===== config.mk =====
export PLATFORM = sky130hd
export DESIGN_NAME = dpw_io_top
export DESIGN_NICKNAME = d
export VERILOG_FILES = /design/src/design/dpw_sync.v /design/src/design/dpw_io_top.v
export VERILOG_INCLUDE_DIRS = /design/src /design/src/design
export SDC_FILE = /design/constraint.sdc
export NUM_CORES = 1
export LEC_CHECK = 0
export BUFFER_PORTS_ARGS = -buffer_cell sky130_fd_sc_hd__buf_2
export CORE_MARGIN = 8
export CORE_UTILIZATION = 40
export DETAILED_ROUTE_END_ITERATION = 16
export GPL_ROUTABILITY_DRIVEN = 0
export REMOVE_ABC_BUFFERS = 1
export SLEW_MARGIN = 25
export SYNTH_ARGS = -nofsm -noshare
export SYNTH_HDL_FRONTEND = slang
export SYNTH_SLANG_ARGS = --single-unit

===== constraint.sdc =====
create_clock -name clk_sys -period 2.6 [get_ports clk_sys]
set_input_delay 0.52 -clock clk_sys [delete_from_list [all_inputs] [get_ports clk_sys]]
set_output_delay 0.52 -clock clk_sys [all_outputs]
set_load 0.01 [all_outputs]

===== src/design/dpw_io_map.vh =====
// Purpose: addresses, reset values and widths for the two-port io block
// Assumes: byte-wide data-memory port, one register per address
// Notes:   definitions only; included by bare name
`ifndef DPW_IO_MAP_VH
`define DPW_IO_MAP_VH

// ==========================================================
// data-memory addresses of the port registers
// ==========================================================
`define DPW_ADDR_PA_DATA     8'h14
`define DPW_ADDR_PA_DIR      8'h15
`define DPW_ADDR_PA_PULLUP   8'h16
`define DPW_ADDR_PA_WAKE     8'h17
`define DPW_ADDR_PB_DATA     8'h18
`define DPW_ADDR_PB_DIR      8'h19
`define DPW_ADDR_PB_PULLUP   8'h1a

// ==========================================================
// reset values
// ==========================================================
`define DPW_RST_PA_DATA      8'hff
`define DPW_RST_PA_DIR       8'hff
`define DPW_RST_PA_PULLUP    8'h00
`define DPW_RST_PA_WAKE      8'h00
`define DPW_RST_PB_DATA      5'h1f
`define DPW_RST_PB_DIR       5'h1f
`define DPW_RST_PB_PULLUP    5'h00

// ==========================================================
// line counts and data width
// ==========================================================
`define DPW_PA_LINES         8
`define DPW_PB_LINES         5
`define DPW_DATA_W           8
`define DPW_ADDR_W           8

`endif


===== src/design/dpw_sync.v =====
// Purpose: two-flop synchroniser plus one history stage for edge compare
// Assumes: inputs are asynchronous pin levels
// Notes:   the first flop feeds only the second flop
`timescale 1ns/1ps

module dpw_sync
#(
   parameter WIDTH = 8,
   parameter [WIDTH-1:0] RST_VAL = {WIDTH{1'b1}}
)
(
   input wire clk_sys,
   input wire srst,
   input wire [WIDTH-1:0] async_in,
   output wire [WIDTH-1:0] sync_out,
   output wire [WIDTH-1:0] sync_prev
);

   reg [WIDTH-1:0] meta_ff;
   reg [WIDTH-1:0] stable_ff;
   reg [WIDTH-1:0] prev_ff;

   // ==========================================================
   // synchroniser chain
   // ==========================================================
   // reset to idle-high so a released reset looks like a falling edge only on a line held low
   always @(posedge clk_sys)
   begin
      if (srst)
      begin
         meta_ff <= RST_VAL;
         stable_ff <= RST_VAL;
         prev_ff <= RST_VAL;
      end
      else
      begin
         meta_ff <= async_in;
         stable_ff <= meta_ff;
         prev_ff <= stable_ff;
      end
   end

   assign sync_out = stable_ff;
   assign sync_prev = prev_ff;

endmodule


===== src/design/dpw_io_top.v =====
// Purpose: gpio for an 8-line port a and a 5-line port b with pull-ups
//          and falling-edge wake-up on port a
// Assumes: cpu data-memory strobes are on clk_sys; pins are asynchronous
// Notes:   all lines exist in logic whether bonded out or not
`timescale 1ns/1ps
`include "dpw_io_map.vh"

module dpw_io_top
#(
   parameter PA_W = `DPW_PA_LINES,
   parameter PB_W = `DPW_PB_LINES
)
(
   input wire clk_sys,
   input wire srst,
   // cpu data-memory side
   input wire [`DPW_ADDR_W-1:0] dm_addr,
   input wire dm_wr,
   input wire [`DPW_DATA_W-1:0] dm_wdata,
   input wire dm_rd,
   input wire second_clock_phase,
   output wire [`DPW_DATA_W-1:0] dm_rdata,
   output wire dm_hit,
   // core power state and pin-share selection
   input wire sleep_or_idle,
   input wire [PA_W-1:0] pa_alt_sel,
   input wire [PA_W-1:0] pa_alt_pu_ok,
   input wire [PB_W-1:0] pb_alt_sel,
   input wire [PB_W-1:0] pb_alt_pu_ok,
   // port a pins
   input wire [PA_W-1:0] pa_pin_in,
   output wire [PA_W-1:0] pa_pin_out,
   output wire [PA_W-1:0] pa_pin_oe_n,
   output wire [PA_W-1:0] pa_pullup_on,
   // port b pins
   input wire [PB_W-1:0] pb_pin_in,
   output wire [PB_W-1:0] pb_pin_out,
   output wire [PB_W-1:0] pb_pin_oe_n,
   output wire [PB_W-1:0] pb_pullup_on,
   // wake request to the power controller
   output wire wake_req
);

   // ==========================================================
   // helper functions
   // ==========================================================
   // read-back per line: input lines show the pin, outputs the latch
   function [`DPW_DATA_W-1:0] read_mux;
      input [`DPW_DATA_W-1:0] dir;
      input [`DPW_DATA_W-1:0] pin;
      input [`DPW_DATA_W-1:0] latch;
      begin
         read_mux = (dir & pin) | (~dir & latch);
      end
   endfunction

   // pull-up gate: gpio lines need input direction, shared lines need
   // a digital-input or open-drain function
   function [`DPW_DATA_W-1:0] pu_gate;
      input [`DPW_DATA_W-1:0] en;
      input [`DPW_DATA_W-1:0] dir;
      input [`DPW_DATA_W-1:0] alt;
      input [`DPW_DATA_W-1:0] alt_ok;
      begin
         pu_gate = en & ((~alt & dir) | (alt & alt_ok));
      end
   endfunction

   // ==========================================================
   // registers
   // ==========================================================
   // software-visible state, one register per address
   reg [PA_W-1:0] pa_data_ff;
   reg [PA_W-1:0] pa_dir_ff;
   reg [PA_W-1:0] pa_pullup_ff;
   reg [PA_W-1:0] pa_wake_ff;
   reg [PB_W-1:0] pb_data_ff;
   reg [PB_W-1:0] pb_dir_ff;
   reg [PB_W-1:0] pb_pullup_ff;
   // read return path and pad-control state
   reg [`DPW_DATA_W-1:0] rdata_ff;
   reg [`DPW_DATA_W-1:0] nxt_rdata;
   reg hit_ff;
   reg nxt_hit;
   reg wake_ff;
   reg [PA_W-1:0] pa_pu_on_ff;
   reg [PB_W-1:0] pb_pu_on_ff;

   // synchronised pin views and combinational helpers
   wire [PA_W-1:0] pa_sync;
   wire [PA_W-1:0] pa_prev;
   wire [PB_W-1:0] pb_sync;
   wire [`DPW_DATA_W-1:0] pa_rd_view;
   wire [`DPW_DATA_W-1:0] pb_rd_view;
   wire [`DPW_DATA_W-1:0] pa_pu_calc;
   wire [`DPW_DATA_W-1:0] pb_pu_calc;
   wire [PA_W-1:0] pa_fall;
   wire [PA_W-1:0] pa_wake_armed;
   wire rd_sample;
   wire [`DPW_DATA_W-PB_W-1:0] pb_pad;

   // zero fill that widens port b to the byte-wide bus; the missing upper
   // lines have no latch, so writes to them are simply dropped
   assign pb_pad = {(`DPW_DATA_W-PB_W){1'b0}};

   // ==========================================================
   // pin synchronisers
   // ==========================================================
   // port a keeps a history stage for the falling-edge compare
   dpw_sync #(.WIDTH(PA_W), .RST_VAL({PA_W{1'b1}})) u_sync_pa
   (
      .clk_sys(clk_sys),
      .srst(srst),
      .async_in(pa_pin_in),
      .sync_out(pa_sync),
      .sync_prev(pa_prev)
   );

   // port b has no wake, so its history stage is left unused
   dpw_sync #(.WIDTH(PB_W), .RST_VAL({PB_W{1'b1}})) u_sync_pb
   (
      .clk_sys(clk_sys),
      .srst(srst),
      .async_in(pb_pin_in),
      .sync_out(pb_sync),
      .sync_prev()
   );

   // ==========================================================
   // cpu writes
   // ==========================================================
   // each register decodes its own address; all bits exist even for
   // lines with no pad so software can park them and avoid floating
   always @(posedge clk_sys)
   begin
      if (srst)
      begin
         pa_data_ff <= `DPW_RST_PA_DATA;
         pa_dir_ff <= `DPW_RST_PA_DIR;
         pa_pullup_ff <= `DPW_RST_PA_PULLUP;
         pa_wake_ff <= `DPW_RST_PA_WAKE;
         pb_data_ff <= `DPW_RST_PB_DATA;
         pb_dir_ff <= `DPW_RST_PB_DIR;
         pb_pullup_ff <= `DPW_RST_PB_PULLUP;
      end
      else if (dm_wr)
      begin
         case (dm_addr)
            `DPW_ADDR_PA_DATA:
               pa_data_ff <= dm_wdata[PA_W-1:0];
            `DPW_ADDR_PA_DIR:
               pa_dir_ff <= dm_wdata[PA_W-1:0];
            `DPW_ADDR_PA_PULLUP:
               pa_pullup_ff <= dm_wdata[PA_W-1:0];
            `DPW_ADDR_PA_WAKE:
               pa_wake_ff <= dm_wdata[PA_W-1:0];
            `DPW_ADDR_PB_DATA:
               pb_data_ff <= dm_wdata[PB_W-1:0];
            `DPW_ADDR_PB_DIR:
               pb_dir_ff <= dm_wdata[PB_W-1:0];
            `DPW_ADDR_PB_PULLUP:
               pb_pullup_ff <= dm_wdata[PB_W-1:0];
            default:
            begin
               pa_data_ff <= pa_data_ff;
            end
         endcase
      end
   end

   // ==========================================================
   // cpu reads
   // ==========================================================
   // the data registers carry no input latch: the pin view is taken
   // only at the second phase of the read, so a slow pin must be
   // settled by then
   assign rd_sample = dm_rd & second_clock_phase;
   assign pa_rd_view = read_mux(pa_dir_ff, pa_sync, pa_data_ff);
   assign pb_rd_view = read_mux({pb_pad, pb_dir_ff}, {pb_pad, pb_sync},
                                {pb_pad, pb_data_ff});

   // read decode; unused upper bits of port b read as zero
   always @*
   begin
      nxt_rdata = {`DPW_DATA_W{1'b0}};
      nxt_hit = 1'b1;
      case (dm_addr)
         `DPW_ADDR_PA_DATA:
            nxt_rdata = pa_rd_view;
         `DPW_ADDR_PA_DIR:
            nxt_rdata = pa_dir_ff;
         `DPW_ADDR_PA_PULLUP:
            nxt_rdata = pa_pullup_ff;
         `DPW_ADDR_PA_WAKE:
            nxt_rdata = pa_wake_ff;
         `DPW_ADDR_PB_DATA:
            nxt_rdata = pb_rd_view;
         `DPW_ADDR_PB_DIR:
            nxt_rdata = {pb_pad, pb_dir_ff};
         `DPW_ADDR_PB_PULLUP:
            nxt_rdata = {pb_pad, pb_pullup_ff};
         default:
            nxt_hit = 1'b0;
      endcase
   end

   // read data is held until the next sampled read
   always @(posedge clk_sys)
   begin
      if (srst)
      begin
         rdata_ff <= {`DPW_DATA_W{1'b0}};
         hit_ff <= 1'b0;
      end
      else if (rd_sample)
      begin
         rdata_ff <= nxt_rdata;
         hit_ff <= nxt_hit;
      end
   end

   // hit flag lets the core tell an unmapped read from a real zero
   assign dm_rdata = rdata_ff;
   assign dm_hit = hit_ff;

   // ==========================================================
   // pin drive
   // ==========================================================
   // output enable is the direction bit itself: 0 drives push-pull
   // lines given to a shared function still follow the latch here; the
   // shared function's own drive is muxed outside this block
   assign pa_pin_out = pa_data_ff;
   assign pa_pin_oe_n = pa_dir_ff;
   assign pb_pin_out = pb_data_ff;
   assign pb_pin_oe_n = pb_dir_ff;

   // ==========================================================
   // weak pull-ups
   // ==========================================================
   // an enabled pull-up on a driving gpio output would just waste current,
   // so the gate forces it off there; a shared line goes by alt_ok alone
   assign pa_pu_calc = pu_gate(pa_pullup_ff, pa_dir_ff, pa_alt_sel, pa_alt_pu_ok);
   assign pb_pu_calc = pu_gate({pb_pad, pb_pullup_ff}, {pb_pad, pb_dir_ff},
                               {pb_pad, pb_alt_sel}, {pb_pad, pb_alt_pu_ok});

   // registered so the pad control never glitches on mux decode
   always @(posedge clk_sys)
   begin
      if (srst)
      begin
         pa_pu_on_ff <= {PA_W{1'b0}};
         pb_pu_on_ff <= {PB_W{1'b0}};
      end
      else
      begin
         pa_pu_on_ff <= pa_pu_calc[PA_W-1:0];
         pb_pu_on_ff <= pb_pu_calc[PB_W-1:0];
      end
   end

   assign pa_pullup_on = pa_pu_on_ff;
   assign pb_pullup_on = pb_pu_on_ff;

   // ==========================================================
   // port a wake-up
   // ==========================================================
   // compare two synchronised samples; a line counts only as a gpio
   // input with its enable set, and only while the core is halted
   // edges that arrive while the core runs are not remembered: a switch
   // pressed just before the halt will not wake it
   assign pa_fall = pa_prev & ~pa_sync;
   assign pa_wake_armed = pa_wake_ff & pa_dir_ff & ~pa_alt_sel;

   // one pulse per clock with any enabled falling edge; edges that
   // land in the same cycle merge into a single request
   always @(posedge clk_sys)
   begin
      if (srst)
      begin
         wake_ff <= 1'b0;
      end
      else
      begin
         wake_ff <= sleep_or_idle & (|(pa_fall & pa_wake_armed));
      end
   end

   assign wake_req = wake_ff;

endmodule


# Yosys cells after proc, flatten, opt, wreduce, memory -nomap -nowiden

Cells that the tools add are included.

Output and inout bits: 49
Bits in registers: 104
Word-level logic and storage cells: 60

Bitwise gates (word level): 25
Reduce and logical (&&, ||, !) cells: 9
Mux-type cells: 2
Eq/ne operators: 7

Operators by type and width:

| operator                                       | number |
|---|---|
| AND 8 bit                                      | 9 |
| == test 8 x 5 -> 1 bit (second input constant) | 7 |
| case mux 8 bit (7 select lines)                | 1 |
| NOT 8 bit                                      | 3 |
| AND 5 bit                                      | 4 |
| OR 8 bit                                       | 2 |
| AND reduction 2 bit                            | 7 |
| AND 8 x 5 -> 8 bit                             | 1 |
| NOT 5 -> 8 bit                                 | 1 |
| OR 5 x 8 -> 8 bit                              | 1 |
| OR reduction 8 bit                             | 1 |
| OR reduction 7 bit                             | 1 |
| NOT 5 bit                                      | 1 |
| OR 5 bit                                       | 1 |
| AND 1 bit                                      | 2 |
| 2-to-1 mux 1 bit                               | 1 |

# Logic depth before layout (Yosys ltp)

Gate-level depths: netlist (run 1).

Depth in word-level cells: 5
Depth in mapped cells: 6

# Modules after synthesis

A second synthesis (run 1) with hierarchy kept.

Cells, all modules: 427
Area total of the unflattened synthesis: 4269.1 µm²

By module, submodules not included:

| module                | sequential area each (µm²) | cells an instance | area an instance (µm²) | times used |
|---|---|---|---|---|
| dpw_io_top            | 1401.3                     | 346               | 3210.6                 | 1 |
| dpw_sync at u_sync_pa | 480.5                      | 50                | 653.1                  | 1 |
| dpw_sync at u_sync_pb | 300.3                      | 31                | 405.4                  | 1 |

# Least setup slack after synthesis (run 1)

No wires, ideal clock.

Kind: input -> register
Start: input dm_addr[5]
End: register pa_data_ff[5] (netlist: pa_pin_out[5])
Arrival: 1599 ps
Stages: 5
Required time: 2471 ps
Path slack: 871 ps
Cells stage by stage: nor4b_4 nand4b_1 buf_6 mux2i_1 nand2_1

Cells in the longest elaborated chain, start to end: 2

Ends and longest elaborated chain:

| what                                 | line             | RTL |
|---|---|---|
| from (decl)                          | dpw_io_top.v:17  | `` input wire [`DPW_ADDR_W-1:0] dm_addr, `` |
| == test 8 x 5 -> 1 bit               | dpw_io_top.v:148 | `case (dm_addr)` |
| AND reduction 2 bit (no source line) | n/a              |  |
| to (signal assigned)                 | dpw_io_top.v:138 | `` pa_data_ff <= `DPW_RST_PA_DATA; `` |
| to (signal assigned)                 | dpw_io_top.v:150 | `pa_data_ff <= dm_wdata[PA_W-1:0];` |
| to (signal assigned)                 | dpw_io_top.v:165 | `pa_data_ff <= pa_data_ff;` |
| to (decl)                            | dpw_io_top.v:73  | `reg [PA_W-1:0] pa_data_ff;` |

Every way passes these cells.
A chain may end at the register's enable or synchronous reset.

# Worst setup path after layout (run 1)

Start: input dm_addr[1]
End: register pa_wake_ff[6]

Cells in the longest elaborated chain, start to end: 2

Ends and longest elaborated chain:

| what                                 | line             | RTL |
|---|---|---|
| == test 8 x 5 -> 1 bit               | dpw_io_top.v:148 |  |
| AND reduction 2 bit (no source line) | n/a              |  |
| to (signal assigned)                 | dpw_io_top.v:141 | `` pa_wake_ff <= `DPW_RST_PA_WAKE; `` |
| to (signal assigned)                 | dpw_io_top.v:156 | `pa_wake_ff <= dm_wdata[PA_W-1:0];` |
| to (decl)                            | dpw_io_top.v:76  | `reg [PA_W-1:0] pa_wake_ff;` |

Every way passes these cells.

==> flow_metrics.tcl, run 1 <==
set metrics [dict create \
    cts.repair_timing.setup_buffer_count 0 \
    syn_avg_cell_area_um2 10.17 \
    drcViolationCount 0 \
    detail_route.iter0.violations 191 \
    fin_crit_period_ns 1.730 \
    number_of_placement_rows 37 \
    hold_wc_path_type "primary input to flop" \
    maxCapViolations 0 \
    tritoncts.num_buffers 9 \
    cts_hold_repair.buffers 0 \
    power_leakage_nw 2.471 \
    final_max_slew_viol_count 0 \
    die_y_um 117.8 \
    routed_wl_um 11730 \
    clkTransAtPathRegs_ns 0.10 \
    vias_in_the_first_global_route 3588 \
    globalRoute.totalOverflow 0 \
    fin_tns_setup_ns 0 \
    yosys_most_used_dff "sky130_fd_sc_hd__dfxtp_1" \
    tritoncts_num_sinks 104 \
    crit_buf_inv 1 \
    syn_to_final_growth_pct 21.62 \
    setup.worst_path.start_class "primary input" \
    post_synth_num_cell_types 38 \
    clock.fmax_mhz 578.1 \
    timing.critical_path.fanout_max 25 \
    dr_total_vias 3453 \
    ant_nets 0 \
    critical_path.top_delay_family "simple AND/OR/NAND/NOR gates" \
    pre_cts_slack_ns 0.5049 \
    yosysWarningCount 0 \
    cts.path.max_buffers 2 \
    sequential_to_total_area_share_from_yosys_stat_pct 50.18 \
    area.sequential_um2 2082 \
    timing.critical_path.cells "buf_2 > and3b_1 > nand4_2 > mux2i_1 > nor2_1" \
    cts-htree-levels 3 \
    critPathKind "primary input to flop" \
    port_buffers 109 \
    fillers 1009 \
    antenna_found_initial 0 \
    clock_latency_ns 0.37 \
    dieWidth_um 117.8 \
    fraction_of_layout_instances_using_a_drive_strength_above_1_pct 37.16 \
    fin_crit_sh_pct 66.53 \
    grt_pass1_wl_um 19050 \
    synth.ff_latch_count 104 \
    synth_area_um2 4149 \
    grt_max_degree 28 \
    number_of_instances_in_the_synthesized_netlist 408 \
    final_net_count 578 \
    tritoncts "done" \
    ctsResizeCount 0 \
    multiInputGateArea_um2 1926 \
    synth-async-reset-ratio_pct 0 \
    outcome "completed" \
    cp.required_ns 2.85 \
    core-area_um2 10180 \
    timing.critical_path.arrival_ns 1.98 \
    clockRootBuffer "sky130_fd_sc_hd__clkbuf_8" \
    initial_cell_density_of_the_core_pct 40.74 \
    antenna_cells 0 \
    hpwl_um 8608 \
    final_critical_path_setup_slack_ns 0.8701 \
    vias_per_std_cell 5.248 \
    routed_wire_length_per_instance_um 17.83 \
    slew-limit-headroom_pct 67.39 \
    slowest_stage "sky130_fd_sc_hd__nand4_2" \
    timing.final.setup_violations 0 \
    critical_path.endpoint_type "flop" \
    vdd_drop_max_mv 0.2797 \
    first_pass_iters 4 \
    die-area_um2 13890 \
    grt_setup_unrepaired "false" \
    synth-edff-count 0 \
    final_hold_viol_count 0 \
    worst_clock_skew_ns 0.006876 \
    grtUsageTotal_pct 16.90 \
    cp_slowest_stage_delay_ns 0.38 \
    tightestPinTransition_ns 0.4891 \
    cell_area_power_density_nw_per_um2 563.3 \
    top_level_ports 110 \
]
-- power by group --
| part | total (mW) | leakage [nW] | switching, mW | internal, mW |
|---|---|---|---|---|
| sequential | 1.62 | 0.846 | 0.00841 | 1.62 |
| combinational | 0.204 | 1.53 | 0.111 | 0.0924 |
| clock | 1.02 | 0.0928 | 0.541 | 0.474 |
| total | 2.84 | 2.47 | 0.661 | 2.18 |
-- layer usage --
metal | part of all wire [%] | vias up | GRT usage (%)
li1 | - | 1666 | -
met1 | 45 | 1673 | 19.99
met2 | 49 | 97 | 29.05
met3 | 5.2 | 17 | 4.317
met4 | 1.5 | 0 | 5.845
met5 | 0 | - | 0
-- worst paths after layout --
path                              from  cells past startpoint  slack, ns                    end
hold / removal            pa_pin_in[7]                      2       0.32   u_sync_pa.meta_ff[7]
setup / recovery            dm_addr[1]                      5       0.87          pa_wake_ff[6]
hold reg to reg   u_sync_pa.meta_ff[7]                      1       0.42  u_sync_pa.sync_out[7]
setup reg to reg        pa_pin_oe_n[4]                      4       1.05            dm_rdata[4]
-- layout make-up --
class	instances	area share, %
multi-input combinational	272	38.16
sequential	104	41.26
tap	136	3.372
timing repair buffer	121	12.60
clock inverter	4	1.066
inverter	9	0.6695
clock buffer	12	2.876
-- through the flow --
step | hold WS [ns] | utilization, % | area, um^2 | instances | power [mW]
finish | 0.3223 | 49.55 | 5046 | 658 | 2.843
global route | 0.3087 | 49.55 | 5046 | 658 | 2.953
CTS | 0.3103 | 49.55 | 5046 | 658 | 2.869
detailed placement | 0.3937 | 47.59 | 4847 | 642 | 1.863
global placement | 0.3912 | 47.59 | 4847 | 642 | 1.859
floorplan | 0.3895 | - | 4041 | 385 | 1.742
-- Yosys cell counts (3+ instances only) --
cell / number / area, um^2
sky130_fd_sc_hd__dfxtp_1: 104 / 2082
sky130_fd_sc_hd__mux2i_1: 38 / 380.4
sky130_fd_sc_hd__nand2_1: 34 / 127.6
sky130_fd_sc_hd__or2_2: 34 / 212.7
sky130_fd_sc_hd__nor2_1: 31 / 116.4
sky130_fd_sc_hd__o211ai_1: 23 / 172.7
sky130_fd_sc_hd__mux2_2: 16 / 180.2
sky130_fd_sc_hd__and3_1: 14 / 87.58
sky130_fd_sc_hd__clkbuf_1: 14 / 52.55
sky130_fd_sc_hd__nand4_1: 13 / 81.33
sky130_fd_sc_hd__inv_1: 9 / 33.78
sky130_fd_sc_hd__nand2b_1: 7 / 43.79
sky130_fd_sc_hd__nand3b_1: 7 / 52.55
sky130_fd_sc_hd__a21oi_1: 6 / 30.03
sky130_fd_sc_hd__a22oi_1: 5 / 37.54
sky130_fd_sc_hd__buf_2: 5 / 25.02
sky130_fd_sc_hd__o21ai_0: 5 / 25.02
sky130_fd_sc_hd__a32o_1: 4 / 40.04
sky130_fd_sc_hd__o211a_1: 4 / 40.04
sky130_fd_sc_hd__a22o_1: 3 / 26.28
sky130_fd_sc_hd__nor3b_1: 3 / 22.52
sky130_fd_sc_hd__o311ai_0: 3 / 26.28
-- cells by family after synthesis --
kind of cell,after synthesis,share of synthesized area (%)
AOI/OAI and AO/OA,58,10.50
buffers and inverters,32,3.408
DFF,104,50.18
muxes,54,13.51
and+or+nand+nor,160,22.41
-- flip-flops by register name (all words and copies together), names as in the netlist, 8 cells and up --
register,cells
u_sync_pa.sync_prev,8
dm_rdata,8
u_sync_pa.meta_ff,8
pa_pullup_ff,8
pa_pin_out,8
pa_wake_ff,8
pa_pin_oe_n,8
pa_pullup_on,8
u_sync_pa.sync_out,8
-- layout by cell type (no fill, tap or decap), types with 2 or more instances in the layout --
| master | netlist | final |
|---|---|---|
| sky130_fd_sc_hd__clkbuf_8 | 0 | 10 |
| sky130_fd_sc_hd__o21ai_0 | 5 | 5 |
| sky130_fd_sc_hd__a32o_1 | 4 | 4 |
| sky130_fd_sc_hd__o22ai_1 | 2 | 2 |
| sky130_fd_sc_hd__dfxtp_1 | 104 | 104 |
| sky130_fd_sc_hd__or2_2 | 34 | 34 |
| sky130_fd_sc_hd__and4b_1 | 2 | 2 |
| sky130_fd_sc_hd__nor2_1 | 31 | 31 |
| sky130_fd_sc_hd__o311ai_0 | 3 | 3 |
| sky130_fd_sc_hd__buf_2 | 5 | 109 |
| sky130_fd_sc_hd__or4b_2 | 2 | 2 |
| sky130_fd_sc_hd__a22o_1 | 3 | 3 |
| sky130_fd_sc_hd__o211a_1 | 4 | 4 |
| sky130_fd_sc_hd__nand3b_1 | 7 | 7 |
| sky130_fd_sc_hd__buf_4 | 0 | 12 |
| sky130_fd_sc_hd__mux2i_1 | 38 | 38 |
| sky130_fd_sc_hd__inv_1 | 9 | 9 |
| sky130_fd_sc_hd__a22oi_1 | 5 | 5 |
| sky130_fd_sc_hd__nor3b_1 | 3 | 3 |
| sky130_fd_sc_hd__nand2b_1 | 7 | 7 |
| sky130_fd_sc_hd__nand4_2 | 2 | 2 |
| sky130_fd_sc_hd__nor2b_1 | 2 | 2 |
| sky130_fd_sc_hd__a211o_1 | 2 | 2 |
| sky130_fd_sc_hd__and3_1 | 14 | 14 |
| sky130_fd_sc_hd__clkinvlp_4 | 0 | 2 |
| sky130_fd_sc_hd__o211ai_1 | 23 | 23 |
| sky130_fd_sc_hd__mux2_2 | 16 | 16 |
| sky130_fd_sc_hd__and3b_1 | 2 | 2 |
| sky130_fd_sc_hd__clkbuf_1 | 14 | 2 |
| sky130_fd_sc_hd__nand4_1 | 13 | 13 |
| sky130_fd_sc_hd__a21oi_1 | 6 | 6 |
| sky130_fd_sc_hd__nand2_1 | 34 | 34 |
| sky130_fd_sc_hd__nand4b_1 | 2 | 2 |
No activity file was read; power rests on OpenSTA's default activity.
==> inputs of run 2 (changes only) <==
==> constraint.sdc (replaced) <==
create_clock -name clk_sys -period 1.6 [get_ports clk_sys]
set_input_delay 0.32 -clock clk_sys [delete_from_list [all_inputs] [get_ports clk_sys]]
set_output_delay 0.32 -clock clk_sys [all_outputs]
set_load 0.01 [all_outputs]
==> flow_metrics.tcl, run 2 (same netlist as run 1, synthesis figures left out) <==
set metrics [dict create \
    fin_crit_period_ns 1.448 \
    detail_route.iter0.violations 163 \
    final.hold.worst_slack_ns 0.1178 \
    critPathKind "flop to flop" \
    grt_setup_unrepaired "false" \
    worst_r2r_startpoint "pa_pin_oe_n[1]" \
    cts_hold_repair.buffers 0 \
    die-area_um2 13890 \
    core-area_um2 10180 \
    placed_area_um2 5012 \
    cp-startpoint "pa_pin_oe_n[1]" \
    cp-endpoint "dm_rdata[1]" \
    antenna_found_initial 0 \
    timing.critical_path.arrival_ns 1.77 \
    power.sequential.fraction_pct 54.9 \
    p_int_mw 3.724 \
    clock.fmax_mhz 690.7 \
    finish.utilization_pct 51.40 \
    cp.required_ns 1.93 \
    vdd_drop_max_mv 0.3655 \
    worst_clock_skew_ns 0.01246 \
    rrSetupSlack_ns 0.15 \
    routed_wire_length_per_instance_um 17.13 \
    fraction_of_layout_instances_using_a_drive_strength_above_1_pct 39.71 \
    cts.repair_timing.setup_buffer_count 0 \
    routed_wl_um 11650 \
    worst_reg2reg_path_depth 4 \
    cell_area_power_density_nw_per_um2 918.2 \
    hpwl_um 8903 \
    first_pass_iters 4 \
    initial_cell_density_of_the_core_pct 40.74 \
    logic_gate_share_of_total_power_pct 7.2 \
    slew-limit-headroom_pct 49.21 \
    maxCapViolations 0 \
    cts.path.max_buffers 2 \
    grt_pass1_wl_um 19040 \
    power_leakage_nw 2.592 \
    timing.final.setup_violations 0 \
    grt_max_degree 34 \
    syn_to_final_growth_pct 26.18 \
    clockRootBuffer "sky130_fd_sc_hd__clkbuf_8" \
    timing.critical_path.fanout_max 2 \
    dr_total_vias 3406 \
    dieWidth_um 117.8 \
    drcViolationCount 0 \
    final_max_slew_viol_count 0 \
    outcome "completed" \
    setup.worst_path.start_class "flop" \
    ant_nets 0 \
    number_of_placement_rows 37 \
    final_hold_viol_count 0 \
    antenna_cells 0 \
    switching_share_pct 22.52 \
    critical_path.endpoint_type "flop" \
    vias_per_std_cell 5.009 \
    clkTransAtPathRegs_ns 0.10 \
    ctsResizeCount 0 \
    clock_latency_ns 0.37 \
    worstReg2RegEnd "dm_rdata[1]" \
    cts-htree-levels 3 \
    final_net_count 600 \
    grtUsageTotal_pct 16.93 \
    top_level_ports 110 \
    tritoncts.num_buffers 9 \
    tritoncts_num_sinks 104 \
    tritoncts "done" \
    tightestPinTransition_ns 0.7619 \
    clkPwrFrac_pct 37.9 \
    fin_crit_sh_pct 90.48 \
    hold_wc_path_type "primary input to flop" \
    power.net_switching_mw 1.083 \
    globalRoute.totalOverflow 0 \
    vias_in_the_first_global_route 3595 \
    port_buffers 109 \
    layout.cells.most_common "sky130_fd_sc_hd__buf_2" \
    final_design_area_no_fill_um2 5235 \
    layout_common_cells "sky130_fd_sc_hd__buf_2, sky130_fd_sc_hd__dfxtp_1, sky130_fd_sc_hd__mux2i_1" \
    die_y_um 117.8 \
]
## run 2: how the worst min path moves through the flow
stage                         start               endpoint  cells after the start
6_report               pa_pin_in[7]   u_sync_pa.meta_ff[7]                      2
4_1_cts                pa_pin_in[7]   u_sync_pa.meta_ff[7]                      2
5_1_grt                pa_pin_in[4]   u_sync_pa.meta_ff[4]                      2
3_5_place_dp   u_sync_pb.meta_ff[0]  u_sync_pb.sync_out[0]                      1
3_3_place_gp   u_sync_pa.meta_ff[5]  u_sync_pa.sync_out[5]                      1
2_1_floorplan                  srst                 dm_hit                      1
## run 2: final cells by class
type	count	area (um^2)
Clock buffer	12	145.1
Inverter	9	33.78
Sequential cell	104	2082
Fill cell	1001	4950
Multi-Input combinational cell	272	1926
Timing Repair Buffer	143	800.8
Clock inverter	4	77.57
Tap cell	136	170.2
## run 2: critical path: stages (launching register included)
cell	delay, ns
sky130_fd_sc_hd__dfxtp_1	0.32
sky130_fd_sc_hd__or4b_2	0.66
sky130_fd_sc_hd__o211a_1	0.13
sky130_fd_sc_hd__o211ai_1	0.15
sky130_fd_sc_hd__a22o_1	0.14
## run 2: power by group through the flow
stage | clock network [mW] | registers [mW] | logic, mW
final | 1.82 | 2.64 | 0.347
after global routing | 1.98 | 2.64 | 0.380
after CTS | 1.86 | 2.64 | 0.349
after detailed placement | 0 | 2.70 | 0.348
after global placement | 0 | 2.70 | 0.341
after floorplan | 0 | 2.70 | 0.136
## run 2: routing by layer
metal  vias to the layer above  part of all wire, %  global-route usage, %  wire [um]
met2                        76                   48                  28.51       5541
met3                         9                  5.5                  4.700        645
met4                         0                 0.90                  4.884        105
li1                       1713                    -                      -          -
met5                         -                    0                      0          0
met1                      1608                   46                  20.62       5356
## run 2: stage by stage
stage / TNS [ns] / worst slack (ns) / cells / total power [mW]
floorplan: -1.179 / -0.08089 / 385 / 2.831
global placement: -0.1373 / -0.02643 / 664 / 3.040
detailed placement: -0.1930 / -0.02668 / 664 / 3.048
CTS: 0 / 0.1455 / 680 / 4.849
global route: 0 / 0.05804 / 680 / 5.007
finish: 0 / 0.1523 / 680 / 4.807
==> inputs of run 3 (changes only) <==
--- a/config.mk
+++ b/config.mk
@@ -12,6 +12,7 @@
 export DETAILED_ROUTE_END_ITERATION = 16
 export GPL_ROUTABILITY_DRIVEN = 0
 export REMOVE_ABC_BUFFERS = 1
+export SETUP_SLACK_MARGIN = 0.3
 export SLEW_MARGIN = 25
 export SYNTH_ARGS = -nofsm -noshare
 export SYNTH_HDL_FRONTEND = slang
==> flow_metrics.tcl, run 3 (same netlist as run 1, synthesis figures left out) <==
set metrics [dict create \
    pre_cts_slack_ns -0.02668 \
    grt_setup_unrepaired "true" \
    die-area_um2 13890 \
    number_of_placement_rows 37 \
    final_cell_count_without_fillers 683 \
    dr_total_vias 3420 \
    vias_in_the_first_global_route 3594 \
    critPathKind "flop to flop" \
    tritoncts.num_buffers 9 \
    cts-htree-levels 3 \
    multiInputGateArea_um2 1957 \
    timing.critical_path.arrival_ns 1.63 \
    routed_wl_um 11750 \
    final_net_count 603 \
    numPlacedInstances 664 \
    timing.critical_path.fanout_max 2 \
    met2RoutedLength_um 5640 \
    fillers 1000 \
    antenna_cells 0 \
    port_buffers 109 \
    layout.cells.most_common "sky130_fd_sc_hd__buf_2" \
    clock.fmax_mhz 760.5 \
    grt_pass1_wl_um 19110 \
    grtUsageTotal_pct 16.97 \
    final_hold_viol_count 0 \
    detail_route.iter0.violations 173 \
    clockRootBuffer "sky130_fd_sc_hd__clkbuf_8" \
    antenna_found_initial 0 \
    fin_crit_sh_pct 82.18 \
    area.sequential_um2 2118 \
    worst_reg2reg_path_depth 4 \
    cts.path.max_buffers 2 \
    final_max_slew_viol_count 0 \
    routed-wl-met3_um 561 \
    routed_wire_length_per_instance_um 17.20 \
    top_level_ports 110 \
    tightestPinTransition_ns 0.7334 \
    initial_cell_density_of_the_core_pct 40.74 \
    cell_area_power_density_nw_per_um2 897.3 \
    slew-limit-headroom_pct 51.11 \
    core-area_um2 10180 \
    route.layer.met1.wl_um 5463 \
    final.hold.worst_slack_ns 0.1236 \
    cp.required_ns 1.92 \
    critical_path.endpoint_type "flop" \
    tritoncts "done" \
    maxCapViolations 0 \
    worst_clock_skew_ns 0.01038 \
    setup.worst_path.start_class "flop" \
    clkTransAtPathRegs_ns 0.10 \
    power_leakage_nw 2.622 \
    timing.final.setup_violations 0 \
    first_pass_iters 4 \
    syn_to_final_growth_pct 28.92 \
    layout_common_cells "sky130_fd_sc_hd__buf_2, sky130_fd_sc_hd__dfxtp_1, sky130_fd_sc_hd__mux2i_1" \
    clock_latency_ns 0.37 \
    tritoncts_num_sinks 104 \
    final_critical_path_setup_slack_ns 0.2851 \
    hpwl_um 8903 \
    grt_max_degree 34 \
    drcViolationCount 0 \
    vdd_drop_max_mv 0.3508 \
    globalRoute.totalOverflow 0 \
    highest-signal-layer "met4" \
    vias_per_std_cell 5.007 \
    ant_nets 0 \
    fin_crit_period_ns 1.315 \
    hold-path-cell-count 2 \
    die_y_um 117.8 \
    fraction_of_layout_instances_using_a_drive_strength_above_1_pct 43.33 \
    dieWidth_um 117.8 \
    outcome "completed" \
    hold_wc_path_type "primary input to flop" \
]
==> run 3: report_power, final <==
| group | switching (mW) | internal [mW] | leakage, nW |
|---|---|---|---|
| clock | 0.886 | 0.932 | 0.111 |
| combinational | 0.182 | 0.171 | 1.67 |
| sequential | 0.0153 | 2.61 | 0.841 |
| total | 1.08 | 3.72 | 2.62 |
==> run 3: path summary, 6_finish.rpt <==
kind	from	to	slack, ns
max	pa_pin_oe_n[4]	dm_rdata[4]	0.29
min	pa_pin_in[7]	u_sync_pa.meta_ff[7]	0.12
min reg2reg	u_sync_pb.meta_ff[0]	u_sync_pb.sync_out[0]	0.42
max reg2reg	pa_pin_oe_n[4]	dm_rdata[4]	0.29
==> run 3: worst max-delay path, cell delays in order, from the launching register on <==
cell and delay (ns):
sky130_fd_sc_hd__dfxtp_2 0.33, sky130_fd_sc_hd__or4b_4 0.50, sky130_fd_sc_hd__o211a_1 0.13, sky130_fd_sc_hd__o211ai_1 0.17, sky130_fd_sc_hd__a22o_1 0.15
==> run 3: layer usage <==
layer,vias up,global-route usage (%)
li1,1719,-
met3,6,4.700
met4,0,4.884
met1,1623,20.75
met5,-,0
met2,72,28.51
==> run 3: cell type report <==
| class | count | share of cell area [%] |
|---|---|---|
| tap | 136 | 3.181 |
| clock inverter | 4 | 1.450 |
| inverter | 9 | 0.6316 |
| multi-input combinational | 272 | 36.58 |
| clock buffer | 12 | 2.713 |
| timing repair buffer | 146 | 15.84 |
| sequential | 104 | 39.60 |
==> run 3: what timing repair did <==
item,in CTS,in global routing
gates cloned,0,0
setup buffers,2,1
resized for setup,20,14
pin swaps,10,5
setup endpoints to repair,13,19
hold buffers,0,0
==> run 3: through the flow <==
stage	TNS [ns]	power (mW)	area, um^2	util (%)
after floorplan	-1.179	2.831	4041	-
after global placement	-0.1373	3.040	5012	49.21
after detailed placement	-0.1930	3.048	5012	49.21
after CTS	0	4.842	5290	51.94
after global routing	0	5.003	5349	52.52
final	0	4.799	5349	52.52
